### config.mk
export PLATFORM = sky130hd
export DESIGN_NAME = swc_sleep_ctrl
export DESIGN_NICKNAME = d
export VERILOG_FILES = /design/src/swc_pkg.sv /design/src/swc_sleep_ctrl.sv
export SDC_FILE = /design/constraint.sdc
export NUM_CORES = 1
export LEC_CHECK = 0
export ABC_CLOCK_PERIOD_IN_PS = 2740
export BUFFER_PORTS_ARGS = -buffer_cell sky130_fd_sc_hd__clkbuf_2
export CORE_MARGIN = 2
export CORE_UTILIZATION = 50
export DETAILED_ROUTE_END_ITERATION = 10
export HOLD_SLACK_MARGIN = 0.08
export PLACE_DENSITY = 0.91
export SYNTH_ARGS = -nofsm -noshare
export SYNTH_HDL_FRONTEND = slang
export SYNTH_SLANG_ARGS = --single-unit
### constraint.sdc
create_clock -name clk_sys_in -period 2.74 [get_ports clk_sys_in]
set_input_delay 0.274 -clock clk_sys_in [delete_from_list [all_inputs] [get_ports clk_sys_in]]
set_output_delay 0.274 -clock clk_sys_in [all_outputs]
set_load 0.005 [all_outputs]
### src/swc_pkg.sv
// constants, register map and state type of the sleep/wake-up controller
package swc_pkg;

  // ----------------------------------------------------------------
  // clock and timing
  // ----------------------------------------------------------------
  localparam int CLK_PERIOD_PS  = 10000;
  localparam int TOSC_PS        = 10000;  // oscillator period: our clock
  localparam int OST_TOSC       = 1024;   // start-up delay in osc periods
  localparam int OST_CYCLES     = (OST_TOSC * TOSC_PS + CLK_PERIOD_PS - 1)
                                  / CLK_PERIOD_PS;
  localparam int OST_CNT_W      = 11;

  // ----------------------------------------------------------------
  // instruction set subset
  // ----------------------------------------------------------------
  localparam logic [13:0] SLEEP_OPCODE   = 14'h0063;
  localparam logic [13:0] WDT_CLR_OPCODE = 14'h0064;
  localparam logic [12:0] IRQ_VECTOR     = 13'h0004;
  localparam logic [12:0] PC_STEP        = 13'h0001;

  // ----------------------------------------------------------------
  // wake-capable interrupt sources
  // ----------------------------------------------------------------
  localparam int SRC_EXT_IRQ  = 0;
  localparam int SRC_PORT_CHG = 1;
  localparam int SRC_ADC      = 2;
  localparam int NUM_SRC      = 3;

  // ----------------------------------------------------------------
  // register map (8-bit data, 2-bit address)
  // ----------------------------------------------------------------
  localparam logic [1:0] ADDR_CTRL     = 2'h0;
  localparam logic [1:0] ADDR_FLAGS    = 2'h1;
  localparam logic [1:0] ADDR_IRQ_STAT = 2'h2;
  localparam logic [1:0] ADDR_IRQ_MASK = 2'h3;

  // ctrl fields
  localparam int CTRL_OSC_LSB = 0;   // [2:0] oscillator mode
  localparam int CTRL_WDT_EN  = 3;
  localparam logic [7:0] CTRL_RESET = 8'h00;

  // oscillator mode codes
  localparam logic [2:0] OSC_CRYSTAL = 3'h0;
  localparam logic [2:0] OSC_HIGH_SPEED = 3'h1;
  localparam logic [2:0] OSC_LOW_POWER = 3'h2;
  localparam logic [2:0] OSC_INT_RC  = 3'h3;
  localparam logic [2:0] OSC_EXT_RC  = 3'h4;

  // flags fields (status bit positions kept)
  localparam int FLG_ASLEEP   = 0;
  localparam int FLG_PWR_DOWN = 3;
  localparam int FLG_TIMEOUT  = 4;

  // event bits of irq status and mask
  localparam int EV_SLEEP    = 0;
  localparam int EV_SLP_NOP  = 1;
  localparam int EV_WAKE_IRQ = 2;
  localparam int EV_WAKE_WDT = 3;
  localparam int EV_EXT_RST  = 4;
  localparam int NUM_EV      = 5;
  localparam logic [NUM_EV-1:0] MASK_RESET = 5'h00;

  typedef enum logic [2:0] {
    ST_RUN, ST_SLEEP, ST_OST, ST_EXEC, ST_DUMMY1, ST_DUMMY2
  } swc_state_type;

endpackage

### src/swc_sleep_ctrl.sv
// sleep entry, wake-up and oscillator start-up control for the core
//
// Notes on behaviour
// sleep clears watchdog (still running), clears power_down, sets timeout, osc off
// port pins hold their pre-sleep drive, level and enable while asleep
// wake on reset pin, enabled watchdog timeout, or permitted interrupts
// reset pin gives full reset; other wake sources resume without reset
// watchdog timeout wake clears the timeout flag
// power_down flag set at power-up, cleared by every sleep instruction not taken as a no-op
// only converter-done on internal RC clock may wake among peripherals
// during sleep instruction the core prefetches PC + 1
// interrupt wakes only when its enable is set; global enable irrelevant
// global enable off: continue in line; on: run next, vector 0004h
// pending enabled flag before sleep, global off: sleep is no-op
// interrupt during/after sleep: full sleep effects, then wake at once
// crystal, high-speed, low-power modes wait 1024 osc periods on wake
// decode 14'h0063 as one-cycle sleep instruction touching both flags
// decode 14'h0064 as one-cycle watchdog clear touching both flags
// reset pin in sleep or irq wake leaves timeout 1, power_down 0
// two dummy cycles between prefetched instruction and vector fetch
module swc_sleep_ctrl (
  input  wire logic                     clk_sys_in,        // 100 MHz
  input  wire logic                     rstn_in,           // power-on reset
  input  wire logic                     external_reset_pin_n_in, // pin
  input  wire logic                     instr_exec_in,     // execute strobe
  input  wire logic [13:0]              instr_in,          // opcode
  input  wire logic [12:0]              pc_in,             // its address
  input  wire logic                     global_irq_enable_in, // core flag
  input  wire logic [swc_pkg::NUM_SRC-1:0] irq_flag_in,    // source flags
  input  wire logic [swc_pkg::NUM_SRC-1:0] irq_enable_in,  // source enables
  input  wire logic                     adc_rc_clock_in,   // converter on rc
  input  wire logic                     wdt_timeout_in,    // watchdog expiry
  input  wire logic [5:0]               port_data_in,      // core port data
  input  wire logic [5:0]               port_oe_in,        // core port enable
  input  wire logic [1:0]               reg_addr_in,       // register addr
  input  wire logic [7:0]               reg_wdata_in,      // write data
  input  wire logic                     reg_wr_in,         // write strobe
  input  wire logic                     reg_rd_in,         // read strobe
  output logic      [7:0]               reg_rdata_out,     // read data
  output logic                          irq_out,           // level irq
  output logic                          device_reset_out,  // full reset
  output logic                          core_run_out,      // phase clocks on
  output logic                          osc_driver_en_out, // osc driver
  output logic                          wdt_clear_out,     // watchdog clear
  output logic                          power_down_flag_out, // status<3>
  output logic                          timeout_flag_out,  // status<4>
  output logic                          prefetch_req_out,  // fetch pulse
  output logic      [12:0]              prefetch_addr_out, // fetch address
  output logic                          exec_prefetched_out, // run fetched
  output logic                          dummy_cycle_out,   // dummy slot
  output logic                          vector_req_out,    // vector pulse
  output logic      [12:0]              vector_addr_out,   // vector address
  output logic      [5:0]               port_data_out,     // held pin data
  output logic      [5:0]               port_oe_out        // held pin enable
);
  import swc_pkg::*;

  // ----------------------------------------------------------------
  // pin synchroniser
  // ----------------------------------------------------------------
  logic rst_pin_meta_q;
  logic rst_pin_sync_q;

  always_ff @(posedge clk_sys_in or negedge rstn_in) begin
    if (!rstn_in) begin
      rst_pin_meta_q <= 1'b1;
      rst_pin_sync_q <= 1'b1;
    end else begin
      rst_pin_meta_q <= external_reset_pin_n_in;
      rst_pin_sync_q <= rst_pin_meta_q;
    end
  end

  wire logic ext_rst = !rst_pin_sync_q;

  // ----------------------------------------------------------------
  // decode and wake conditions
  // ----------------------------------------------------------------
  swc_state_type state_q;
  swc_state_type state_d;
  logic [7:0]           ctrl_q;
  logic [OST_CNT_W-1:0] ost_cnt_q;
  logic                 wake_irq_q;

  wire logic [2:0] osc_mode = ctrl_q[CTRL_OSC_LSB +: 3];
  wire logic       wdt_en   = ctrl_q[CTRL_WDT_EN];

  wire logic sleep_op  = instr_exec_in && (instr_in == SLEEP_OPCODE);
  wire logic wdt_clr_op = instr_exec_in && (instr_in == WDT_CLR_OPCODE);

  logic [NUM_SRC-1:0] src_allowed;
  always_comb begin
    src_allowed = '1;
    src_allowed[SRC_ADC] = adc_rc_clock_in;
  end

  // gated per source enable, and the converter also by its rc clock; the global enable takes no part
  wire logic irq_pending = |(irq_flag_in & irq_enable_in & src_allowed);
  wire logic wdt_wake    = wdt_en && wdt_timeout_in;

  wire logic in_run   = (state_q == ST_RUN);
  wire logic sleep_nop  = in_run && sleep_op && !global_irq_enable_in
                          && irq_pending;
  wire logic sleep_take = in_run && sleep_op && !sleep_nop;
  wire logic clr_take   = in_run && wdt_clr_op;

  wire logic asleep   = (state_q == ST_SLEEP);
  wire logic wake_evt = asleep && !ext_rst && (irq_pending || wdt_wake);
  wire logic osc_slow = (osc_mode == OSC_CRYSTAL) ||
                        (osc_mode == OSC_HIGH_SPEED) ||
                        (osc_mode == OSC_LOW_POWER);
  wire logic ost_done = (ost_cnt_q == OST_CNT_W'(OST_CYCLES - 1));

  // ----------------------------------------------------------------
  // sequencer
  // ----------------------------------------------------------------
  always_comb begin
    state_d = state_q;
    unique case (state_q)
      ST_RUN:    if (sleep_take) state_d = ST_SLEEP;
      ST_SLEEP:  if (wake_evt) state_d = osc_slow ? ST_OST : ST_EXEC;
      ST_OST:    if (ost_done) state_d = ST_EXEC;
      ST_EXEC:   state_d = (wake_irq_q && global_irq_enable_in) ?
                           ST_DUMMY1 : ST_RUN;
      ST_DUMMY1: state_d = ST_DUMMY2;
      ST_DUMMY2: state_d = ST_RUN;
    endcase
    // pin reset always wins and returns to a fresh run
    if (ext_rst) state_d = ST_RUN;
  end

  always_ff @(posedge clk_sys_in or negedge rstn_in) begin
    if (!rstn_in) begin
      state_q <= ST_RUN;
    end else begin
      state_q <= state_d;
    end
  end

  always_ff @(posedge clk_sys_in or negedge rstn_in) begin
    if (!rstn_in) begin
      ost_cnt_q <= '0;
    end else if (state_q == ST_OST) begin
      ost_cnt_q <= ost_cnt_q + OST_CNT_W'(1);
    end else begin
      ost_cnt_q <= '0;
    end
  end

  // an interrupt wake may branch to the vector; a watchdog wake never does
  always_ff @(posedge clk_sys_in or negedge rstn_in) begin
    if (!rstn_in) begin
      wake_irq_q <= 1'b0;
    end else if (wake_evt) begin
      wake_irq_q <= irq_pending;
    end
  end

  // ----------------------------------------------------------------
  // status flags
  // ----------------------------------------------------------------
  logic pd_q;
  logic to_q;

  always_ff @(posedge clk_sys_in or negedge rstn_in) begin
    if (!rstn_in) begin
      pd_q <= 1'b1;
    end else if (sleep_take) begin
      pd_q <= 1'b0;
    end else if (clr_take) begin
      pd_q <= 1'b1;
    end
  end

  // pin reset and irq wake leave both flags untouched
  always_ff @(posedge clk_sys_in or negedge rstn_in) begin
    if (!rstn_in) begin
      to_q <= 1'b1;
    end else if (wdt_en && wdt_timeout_in) begin
      to_q <= 1'b0;
    end else if (sleep_take || clr_take) begin
      to_q <= 1'b1;
    end
  end

  assign power_down_flag_out = pd_q;
  assign timeout_flag_out    = to_q;

  // ----------------------------------------------------------------
  // core-facing strobes
  // ----------------------------------------------------------------
  always_ff @(posedge clk_sys_in or negedge rstn_in) begin
    if (!rstn_in) begin
      wdt_clear_out     <= 1'b0;
      prefetch_req_out  <= 1'b0;
      prefetch_addr_out <= '0;
      vector_req_out    <= 1'b0;
      vector_addr_out   <= '0;
      device_reset_out  <= 1'b0;
    end else begin
      // sleep-as-no-op leaves the watchdog and its postscaler alone
      wdt_clear_out    <= sleep_take || clr_take;
      prefetch_req_out <= sleep_op && in_run;
      if (sleep_op && in_run) begin
        prefetch_addr_out <= pc_in + PC_STEP;
      end
      vector_req_out   <= (state_q == ST_DUMMY2) && !ext_rst;
      vector_addr_out  <= IRQ_VECTOR;
      device_reset_out <= ext_rst;
    end
  end

  assign core_run_out        = (state_q != ST_SLEEP) && (state_q != ST_OST);
  assign osc_driver_en_out   = (state_q != ST_SLEEP);
  assign exec_prefetched_out = (state_q == ST_EXEC);
  assign dummy_cycle_out     = (state_q == ST_DUMMY1) ||
                               (state_q == ST_DUMMY2);

  // ----------------------------------------------------------------
  // port hold
  // ----------------------------------------------------------------
  // the core's port logic has no clocks while asleep, so its outputs
  // cannot be trusted; the last awake value is frozen here instead
  always_ff @(posedge clk_sys_in or negedge rstn_in) begin
    if (!rstn_in) begin
      port_data_out <= '0;
      port_oe_out   <= '0;
    end else if (core_run_out && !sleep_take) begin
      port_data_out <= port_data_in;
      port_oe_out   <= port_oe_in;
    end
  end

  // ----------------------------------------------------------------
  // registers and interrupt
  // ----------------------------------------------------------------
  logic [NUM_EV-1:0] ev_stat_q;
  logic [NUM_EV-1:0] ev_mask_q;
  logic [NUM_EV-1:0] ev_set;

  always_comb begin
    ev_set = '0;
    ev_set[EV_SLEEP]    = sleep_take;
    ev_set[EV_SLP_NOP]  = sleep_nop;
    ev_set[EV_WAKE_IRQ] = wake_evt && irq_pending;
    ev_set[EV_WAKE_WDT] = wake_evt && !irq_pending;
    ev_set[EV_EXT_RST]  = ext_rst && !device_reset_out;
  end

  always_ff @(posedge clk_sys_in or negedge rstn_in) begin
    if (!rstn_in) begin
      ctrl_q    <= CTRL_RESET;
      ev_mask_q <= MASK_RESET;
    end else if (reg_wr_in) begin
      if (reg_addr_in == ADDR_CTRL) ctrl_q <= reg_wdata_in;
      if (reg_addr_in == ADDR_IRQ_MASK) ev_mask_q <= reg_wdata_in[NUM_EV-1:0];
    end
  end

  // a new event in the read cycle survives the clear
  always_ff @(posedge clk_sys_in or negedge rstn_in) begin
    if (!rstn_in) begin
      ev_stat_q <= '0;
    end else if (reg_rd_in && reg_addr_in == ADDR_IRQ_STAT) begin
      ev_stat_q <= ev_set;
    end else begin
      ev_stat_q <= ev_stat_q | ev_set;
    end
  end

  assign irq_out = |(ev_stat_q & ev_mask_q);

  always_ff @(posedge clk_sys_in or negedge rstn_in) begin
    if (!rstn_in) begin
      reg_rdata_out <= '0;
    end else if (reg_rd_in) begin
      unique case (reg_addr_in)
        ADDR_CTRL:     reg_rdata_out <= ctrl_q;
        ADDR_FLAGS:    reg_rdata_out <= {3'h0, to_q, pd_q, 2'h0, asleep};
        ADDR_IRQ_STAT: reg_rdata_out <= {3'h0, ev_stat_q};
        ADDR_IRQ_MASK: reg_rdata_out <= {3'h0, ev_mask_q};
      endcase
    end else begin
      reg_rdata_out <= '0;
    end
  end

  // ----------------------------------------------------------------
  // start-up delay watch
  // ----------------------------------------------------------------
  // a delay range this long slows the tools, so a counter of its own
  // times each stay in the start-up state instead
  logic [OST_CNT_W-1:0] ost_seen_q;

  always_ff @(posedge clk_sys_in or negedge rstn_in) begin
    if (!rstn_in) begin
      ost_seen_q <= '0;
    end else if (state_q == ST_OST) begin
      ost_seen_q <= ost_seen_q + OST_CNT_W'(1);
    end else begin
      ost_seen_q <= '0;
    end
  end

  wire logic ost_leave = (state_q == ST_OST) && (state_d != ST_OST);
endmodule

==> impl_metrics.toml <==
[cells_and_area]
layout_common_cells = "clkbuf_2, dfrtp_1, mux2_2"
num-fill-cells = 537
antenna_cells = 0
area_delta_synth_final_pct = 22.5
nets = 462
final_common_cell = "clkbuf_2"
layout-drive-gt1-share_pct = 44.0

[logic_synthesis]
synth_area_leaders = "dfrtp_1, mux2_2, mux2_4, dfstp_2, buf_4"
synth_flop_cell = "dfrtp_1"
syn_area_sq_mm = 0.00353
syn_inst = 281
synth_top_area_share_pct = 50.3
synth_seq_cells = 75
postSynthAreaPerCell_sq_um = 12.6
synth_area_leader_cell = "dfrtp_1"
yosysWarnings = 0
synth_edf_count = 0
async_flop_share_pct = 100
ys_types = 49
ys_seq_area_share_pct = 53.3

[die]
dieArea_sq_mm = 0.00775
core_sq_mm = 0.00683
die_h_microns = 88.0
core.rowCount = 30
die_w_microns = 88.0
start_util_pct = 51.7
io_pins = 121

[worst_setup_path]
cpLargestDelayFamily = "flip-flops"
endpoint_kind = "flop"
cp_num_buf_inv = 1
critPathRequiredTime_ps = 2950
path_class = "flop to flop"
cpPeakStageDelay_ps = 530
crit_slowest_cell = "dfrtp_1"
cp_cell_sequence = "nor3_4 > nand4_2 > o41ai_4 > buf_4 > mux2_2"
cp-start-kind = "flop"
arrival_ps = 2340
critical_path.max_fanout = 12

[clocking]
ctsHtreeMaxLevel = 3
clk_latency_ps = 340
clockBufferDepth = 2
post_cts_buffers = 0
cts_tree = "done"
cts_resized = 0
numCtsBuffers = 9
root_buffer = "clkbuf_8"
path_clk_slew_ps = 80
clock_sinks = 75

[route]
vias = 2611
drt_iter0_drc = 133
routed_wire_length_per_instance_microns = 15.2
drtPass1Iterations = 4
ant_nets = 0
routed_wl_microns = 7550
drc = 0
viasPerCell = 5.26

[sta]
rsz0062_at_grt = "false"
fin_crit_sh_pct = 77.7
relSlewSlack_pct = 38.7
setup_tns_ps = 0
maxSlewViolCount = 0
worstMarginPinSlew_ps = 919
period_minus_slack_ps = 2130
timing.fmax_mhz = 470
setup_viol = 0
fin_worst_skew_ps = 10.2
hold_viol = 0

[flow_run]
cap_violations = 0

[global_route]
grt-busiest-layer = "met2"
overflow = 0
grt.met3_usage_pct = 5.18
grt_pass1_wl_microns = 12100
first_global_vias = 2600
grtUsageMet1_pct = 26.1
grtUsageTotal_pct = 20.5
grt_max_degree = 76
antenna_found_initial = 0
grtUsageMet2_pct = 33.5

[pwr]
ir_drop_v = 0.000342
totalPowerFinal_mw = 2.29
power_density_mw_per_mm2 = 531
p_leak_nw = 2.15

[placed_design]
hpwl_microns = 5650
io_buffers = 108
gp_congestion = 0.809

[run_status]
status = "complete, no violations"

[min_path]
min_path_type = "primary input to asynchronous set/reset pin"
==> where the power goes <==
group / switching, mW / total [mW] / internal (mW)
Combinational: 0.108 / 0.231 / 0.123
Sequential: 0.0395 / 1.21 / 1.17
Clock: 0.407 / 0.858 / 0.451
==> state kept, by name, indices dropped and copies added, names as in the netlist <==
| register | cells |
|---|---|
| ctrl_q | 8 |
| prefetch_addr_out | 13 |
| rst_pin_sync_q | 1 |
| vector_req_out | 1 |
| ev_stat_q | 5 |
| port_data_out | 6 |
| port_oe_out | 6 |
| reg_rdata_out | 8 |
| timeout_flag_out | 1 |
| rst_pin_meta_q | 1 |
| wake_irq_q | 1 |
| state_q | 3 |
| vector_addr_out | 1 |
| ev_mask_q | 5 |
| wdt_clear_out | 1 |
| device_reset_out | 1 |
| power_down_flag_out | 1 |
| ost_cnt_q | 11 |
| prefetch_req_out | 1 |
==> Yosys cell counts (2+ instances only) <==
cell      count
dfrtp_1      71
mux2_2       22
nor2_1       16
nand2_1      14
buf_4        13
nand3_1      12
mux2_4       10
xnor2_1       9
inv_1         8
xor2_1        8
mux2_1        7
a21oi_1       6
nor3_1        6
and2_1        5
nor4_1        5
a22oi_1       4
clkbuf_1      4
dfstp_2       4
nand4_1       4
o21ai_0       4
or3_1         4
a22o_1        3
and3_1        3
buf_6         3
ha_1          3
mux4_2        3
nor4b_2       3
conb_1        2
nor2b_1       2
nor3b_1       2
nor3b_2       2
o31a_1        2
==> cell type report <==
class	instances	area [sq um]	share of cell area (%)
Timing Repair Buffer	112	576	13.3
Clock buffer	11	141	3.27
Multi-Input combinational cell	189	1510	35.0
Tap cell	96	120	2.78
Sequential cell	75	1880	43.5
Clock inverter	5	61.3	1.42
Inverter	8	30.0	0.694
==> metal layers <==
layer	part of all wire, %	vias to the layer above	wire length, microns
met1	41	1276	3130
met4	1.8	0	134
li1	-	1207	-
met2	50	118	3770
met5	0	-	0
met3	6.8	10	512
==> through the flow <==
step	utilization (%)	instances	worst slack, ps	cell area, sq um	hold slack (ps)
after floorplan	-	292	829	3570	-21.6
after global placement	60.2	479	705	4110	346
after detailed placement	60.2	479	611	4110	347
after CTS	63.3	496	607	4320	109
after global routing	63.3	496	503	4320	150
final	63.3	496	611	4320	79.9
==> path summary, 6_finish.rpt <==
path | from | to | slack, ps | cells past startpoint
setup / recovery | state_q[2] | port_data_out[5] | 610 | 5
hold / removal | rstn_in | port_data_out[2] | 80 | 1
setup reg to reg | state_q[2] | port_data_out[5] | 610 | 5
hold reg to reg | rst_pin_meta_q | rst_pin_sync_q | 360 | 0
max in group asynchronous | rstn_in | prefetch_addr_out[6] | 2080 | 1
min in group clk_sys_in | port_oe_in[4] | port_oe_out[4] | 160 | 2
==> cells by family after synthesis <==
family                     synth area share, %
and+or+nand+nor                           14.0
DFF                                       53.3
muxes                                     15.7
AOI/OAI and AO/OA                         6.56
buffers and inverters                     5.00
xor gates and xnor gates                  4.22
adders and majority gates                 1.06
other                                    0.213
==> what timing repair did <==
action / 4_1_cts / 5_1_grt
endpoints found under the hold margin: 1 / 0
endpoints found under the setup margin: 0 / 0
hold buffers: 1 / 0
No activity file was read; power rests on OpenSTA's default activity.
